## src/design/rb_defs.svh

```systemverilog
// register bank constants: offsets, field masks, reset values
// assumes inclusion by bare name from package and design files
`ifndef RB_DEFS_SVH
`define RB_DEFS_SVH

// widths
`define RB_DW 8
`define RB_AW 3

// register offsets
`define RB_OFS_BASE 3'h0
`define RB_OFS_SET 3'h1
`define RB_OFS_CLEAR_ALIAS 3'h2
`define RB_OFS_TOGGLE_ALIAS 3'h3
`define RB_OFS_STAT 3'h4
`define RB_OFS_WO 3'h5
`define RB_OFS_DBG 3'h6

// implemented (non-reserved) bits of each register
`define RB_BASE_MASK 8'h3f
`define RB_STAT_MASK 8'h7f
`define RB_WO_MASK 8'hff
`define RB_DBG_MASK 8'h0f

// reset values
`define RB_BASE_RST 8'h00
`define RB_WO_RST 8'h00
`define RB_DBG_RST 8'h00

// value returned for write-only and unmapped reads
`define RB_RD_NONE 8'h00

`endif

```

## src/design/rb_pkg.sv

```systemverilog
// register bank types: access request carried as one packed struct
// assumes rb_defs.svh sits on the include path
`include "rb_defs.svh"

package rb_pkg;

	typedef logic [`RB_DW-1:0] rb_data_t;
	typedef logic [`RB_AW-1:0] rb_addr_t;

	typedef struct packed {
		logic wr;
		logic rd;
		rb_addr_t addr;
		rb_data_t wdata;
	} rb_acc_s;

endpackage : rb_pkg

```

## src/design/rb_bank.sv

```systemverilog
// register bank with base register, set/clear/toggle aliases, status, write-only and debug regs
// assumes one access per cycle on acc, synchronous to clk_sys, and software zeroing reserved bits
//
// Summary of operation
// RQ1 - read/write bits return last written value and accept new writes
// RQ2 - writes to read-only bits are silently discarded
// RQ3 - write-only bits read back no defined value; this bank returns zero
// RQ4 - reserved bits always read as zero whatever was written
// RQ5 - software writes zero to every reserved bit position
// RQ6 - reset loads reset values; soft reset spares the debug register
// RQ7 - base register and all its aliases read the same base content
// RQ8 - a one written to the clear alias clears that base bit
// RQ9 - a one written to the set alias sets that base bit
// RQ10 - a one written to the toggle alias inverts that base bit
// RQ11 - zero bits written through an alias leave base bits unchanged
`timescale 1ns/1ps
`include "rb_defs.svh"

module rb_bank
	import rb_pkg::*;
(
	// clock and resets
	input wire logic clk_sys,
	input wire logic sys_rst,
	input wire logic soft_rst,
	// register access
	input wire rb_acc_s acc,
	output rb_data_t rdata_reg,
	output logic rvalid_reg,
	// block-side state
	input wire rb_data_t status_in,
	output rb_data_t base_reg,
	output rb_data_t wo_reg,
	output rb_data_t dbg_reg
);

	rb_data_t base_next;
	rb_data_t rdata_next;
	logic wr_base;
	logic wr_set;
	logic wr_clear;
	logic wr_toggle;

	assign wr_base = acc.wr && (acc.addr == `RB_OFS_BASE);
	assign wr_set = acc.wr && (acc.addr == `RB_OFS_SET);
	assign wr_clear = acc.wr && (acc.addr == `RB_OFS_CLEAR_ALIAS);
	assign wr_toggle = acc.wr && (acc.addr == `RB_OFS_TOGGLE_ALIAS);

	// base register next value
	always_comb begin
		base_next = base_reg;
		// RQ1 direct write
		if (wr_base) begin
			base_next = acc.wdata;
		end
		// RQ9 set alias
		if (wr_set) begin
			base_next = base_reg | acc.wdata;
		end
		// RQ8 clear alias
		if (wr_clear) begin
			base_next = base_reg & ~acc.wdata;
		end
		// RQ10 toggle alias
		// RQ11 zeros leave bits
		if (wr_toggle) begin
			base_next = base_reg ^ acc.wdata;
		end
		// RQ4 reserved held zero
		base_next = base_next & `RB_BASE_MASK;
	end

	// RQ6 reset values
	always_ff @(posedge clk_sys) begin
		if (sys_rst || soft_rst) begin
			base_reg <= `RB_BASE_RST;
		end else begin
			base_reg <= base_next;
		end
	end

	// write-only register
	always_ff @(posedge clk_sys) begin
		if (sys_rst || soft_rst) begin
			wo_reg <= `RB_WO_RST;
		end else if (acc.wr && (acc.addr == `RB_OFS_WO)) begin
			wo_reg <= acc.wdata & `RB_WO_MASK;
		end
	end

	// RQ6 debug survives soft reset
	always_ff @(posedge clk_sys) begin
		if (sys_rst) begin
			dbg_reg <= `RB_DBG_RST;
		end else if (acc.wr && (acc.addr == `RB_OFS_DBG)) begin
			dbg_reg <= acc.wdata & `RB_DBG_MASK;
		end
	end

	// read mux; status writes fall through and are ignored
	always_comb begin
		rdata_next = `RB_RD_NONE;
		case (acc.addr)
			// RQ7 aliases read base
			`RB_OFS_BASE, `RB_OFS_SET, `RB_OFS_CLEAR_ALIAS, `RB_OFS_TOGGLE_ALIAS: begin
				rdata_next = base_reg;
			end
			// RQ2 read-only status
			`RB_OFS_STAT: begin
				rdata_next = status_in & `RB_STAT_MASK;
			end
			// RQ3 write-only reads zero
			`RB_OFS_WO: begin
				rdata_next = `RB_RD_NONE;
			end
			`RB_OFS_DBG: begin
				rdata_next = dbg_reg;
			end
			default: begin
				rdata_next = `RB_RD_NONE;
			end
		endcase
	end

	always_ff @(posedge clk_sys) begin
		if (sys_rst) begin
			rdata_reg <= `RB_RD_NONE;
			rvalid_reg <= 1'h0;
		end else begin
			rdata_reg <= acc.rd ? rdata_next : `RB_RD_NONE;
			rvalid_reg <= acc.rd;
		end
	end
endmodule : rb_bank

```

## config.mk

```make
export PLATFORM = sky130hd
export DESIGN_NAME = rb_bank
export DESIGN_NICKNAME = d
export VERILOG_FILES = /design/src/design/rb_pkg.sv /design/src/design/rb_bank.sv
export VERILOG_INCLUDE_DIRS = /design/src /design/src/design
export SDC_FILE = /design/constraint.sdc
export NUM_CORES = 1
export LEC_CHECK = 0
export ABC_CLOCK_PERIOD_IN_PS = 1700
export BUFFER_PORTS_ARGS = -buffer_cell sky130_fd_sc_hd__buf_2
export CAP_MARGIN = 20
export CORE_AREA = 2 2 76 78
export CTS_BUF_LIST = sky130_fd_sc_hd__clkbuf_16
export DETAILED_ROUTE_END_ITERATION = 8
export DIE_AREA = 0 0 78 80
export SLEW_MARGIN = 20
export SYNTH_ARGS = -nofsm -noshare
export SYNTH_HDL_FRONTEND = slang
export SYNTH_SLANG_ARGS = --single-unit
```

## constraint.sdc

```tcl
create_clock -name clk_sys -period 1.7 [get_ports clk_sys]
set_clock_uncertainty 0.1 [all_clocks]
set_input_delay 0.085 -clock clk_sys [delete_from_list [all_inputs] [get_ports clk_sys]]
set_output_delay 0.085 -clock clk_sys [all_outputs]
set_load 0.05 [all_outputs]
```

==> impl_metrics.py <==
metrics = {
    "finish": {
        "nets": 258,
        "largest_register_ffs": 8,
        "antenna_cells": 0,
        "post_route_cells_drive_above_1_share_pct": 29.9,
        "syn2layout_area_growth_pct": 29.9,
        "postLayoutCellArea_sq_um": 1900,
    },
    "drt": {
        "viasPerCell": 4.34,
        "postRouteAntennaNets": 0,
        "wirelength_microns": 3600,
        "vias": 1271,
        "drt_drc_violations_left": 0,
        "drt_iter0_drc": 66,
        "dr.pass1.iters": 4,
        "wl_per_cell_microns": 12.3,
    },
    "job": {
        "cap_viol_max_count": 0,
    },
    "global_routing": {
        "grt_pass1_vias": 1193,
        "grt_start_max_net_pins": 27,
        "grt-ovfl-total": 0,
        "grt_usage_pct": 11.7,
        "grt_first_pass_wirelength_microns": 5750,
        "antenna_found_initial": 0,
    },
    "clock_tree": {
        "insertion_delay_ns": 0.26,
        "clock_path_buffers": 2,
        "h-tree-depth": 1,
        "clock-root-buffer": "clkbuf_16",
        "hold_buffers": 7,
        "clk_transition_reported_paths_ns": 0.07,
        "cts_tree": "done",
        "post_cts_buffers": 0,
        "cts_sinks": 26,
        "cts_buffers": 3,
        "cts-resized-gates": 0,
    },
    "sta": {
        "worst_slack_ns": 0.283,
        "hold_viol": 0,
        "min_period_ns": 1.42,
        "worst_pin_slew_ns": 0.507,
        "setup_viol": 0,
        "slew_headroom_pct": 66.2,
        "finalMaxSlewViolations": 0,
        "rsz0062_at_grt": "false",
        "tns_ns": 0,
        "fmax_ghz": 0.706,
        "fin_crit_sh_pct": 83.4,
    },
    "worst_setup_path": {
        "endpoint_kind": "flop",
        "crit-reg2reg-launch": "base_reg[2]",
        "startpoint_type": "input pin",
        "crit_type": "in2reg",
        "cp.required_ns": 1.75,
        "crit_fanout": 3,
        "crit_start": "acc[5]",
        "critical_path_arrival_ns": 1.46,
    },
    "synthesis": {
        "synth_seq_area_share_pct": 35.5,
        "synthCells": 169,
        "yosysTopAreaCellShare_pct": 35.5,
        "synthArstFlopShare_pct": 0,
        "synth-main-ff-cell": "dfxtp_1",
        "synth_edf_count": 0,
        "syn-cell-area_sq_um": 1470,
        "synth_area_leader_cell": "dfxtp_1",
        "synth.area.top_cells": "dfxtp_1 35%, ha_1 10%, nand2_1 6.7%",
        "synth_commonest_cells": "26 x dfxtp_1, 26 x nand2_1, 14 x nor2_1",
        "syn_avg_cell_area_sq_um": 8.68,
        "synth_warnings": 0,
        "synth-seq-cells": 26,
        "ys_types": 28,
    },
    "power_and_ir_drop": {
        "p_per_area_nw_per_um2": 819,
        "p_total_uw": 1560,
        "leakagePower_uw": 0.000910,
        "ir_worst_vdd_mv": 0.591,
    },
    "placed_design": {
        "gp_congestion": 0.730,
        "hpwlAfterDp_microns": 2650,
        "post-place-ws_ns": 0.317,
        "io_buffers": 48,
        "dpl_cell_area_sq_um": 1720,
    },
    "floorplan": {
        "die_h_microns": 80,
        "io_pins": 57,
        "chipWidth_microns": 78,
        "dieArea_sq_um": 6240,
        "core_area_sq_um": 5410,
        "row_count": 27,
        "initial_core_util_pct": 27.1,
    },
    "status": {
        "status": "finished clean",
    },
    "hold_path": {
        "hold_class": "in2reg",
        "min_from": "acc[3]",
    },
}
worst max-delay path, stage by stage:
cell and delay, ns:
dlygate4sd3_1 0.52, buf_2 0.13, inv_1 0.06, ha_1 0.28
and2_1 0.15, o21ai_0 0.15, a31oi_1 0.10
where the power goes:
| group | internal, uW | switching (uW) | leakage (uW) |
|---|---|---|---|
| clock network | 469 | 221 | 0.0000511 |
| logic | 88.0 | 157 | 0.000648 |
| registers | 619 | 6.35 | 0.000210 |
per-layer routing:
layer | share of wire [%] | global-route usage [%]
met5 | 0 | 0
met4 | 0.47 | 2.11
met3 | 7.2 | 3.28
met2 | 45 | 19.7
met1 | 47 | 15.1
through the flow:
step / hold WS, ns / cells / utilization, %
CTS: 0.000674 / 292 / 35.0
detailed placement: 0.234 / 281 / 31.8
global placement: 0.226 / 281 / 31.8
global route: 0.0133 / 293 / 35.2
finish: 0.00641 / 293 / 35.2
floorplan: 0.0574 / 175 / -
worst paths after layout:
check	depth (start not counted)	to	slack (ns)
worst max-delay path	7	base_reg[5]	0.28
worst min-delay path	3	wo_reg[3]	0.006
worst max register to register	5	base_reg[2]	0.31
worst min register to register	2	wo_reg[6]	0.35
final cells by class:
class,count,area (sq um)
Clock buffer,3,75.1
Clock inverter,1,30.0
Fill cell,585,3500
Inverter,13,48.8
Multi-Input combinational cell,121,812
Sequential cell,26,520
Tap cell,72,90.1
Timing Repair Buffer,57,328
layout by cell type (no fill, tap or decap), types with 7 or more instances in the layout:
cell,instances
nand2b_1,8
mux2_2,7
dfxtp_1,26
ha_1,12
a21oi_1,12
conb_1,7
nand2_1,26
buf_2,48
inv_1,13
dlygate4sd3_1,8
nor2_1,14
cells by family (layout without fill, tap and decap cells):
logic type	Yosys count	count (layout)	synth area share, %
other cells	1	7	0.256
buf+inv	28	74	10.7
fa+ha+maj	12	12	10.2
flops	26	26	35.5
mux	14	14	11.2
simple gates	62	62	21.4
compound gates	26	26	10.8
Note: power is estimated with default switching activity, not from simulation.
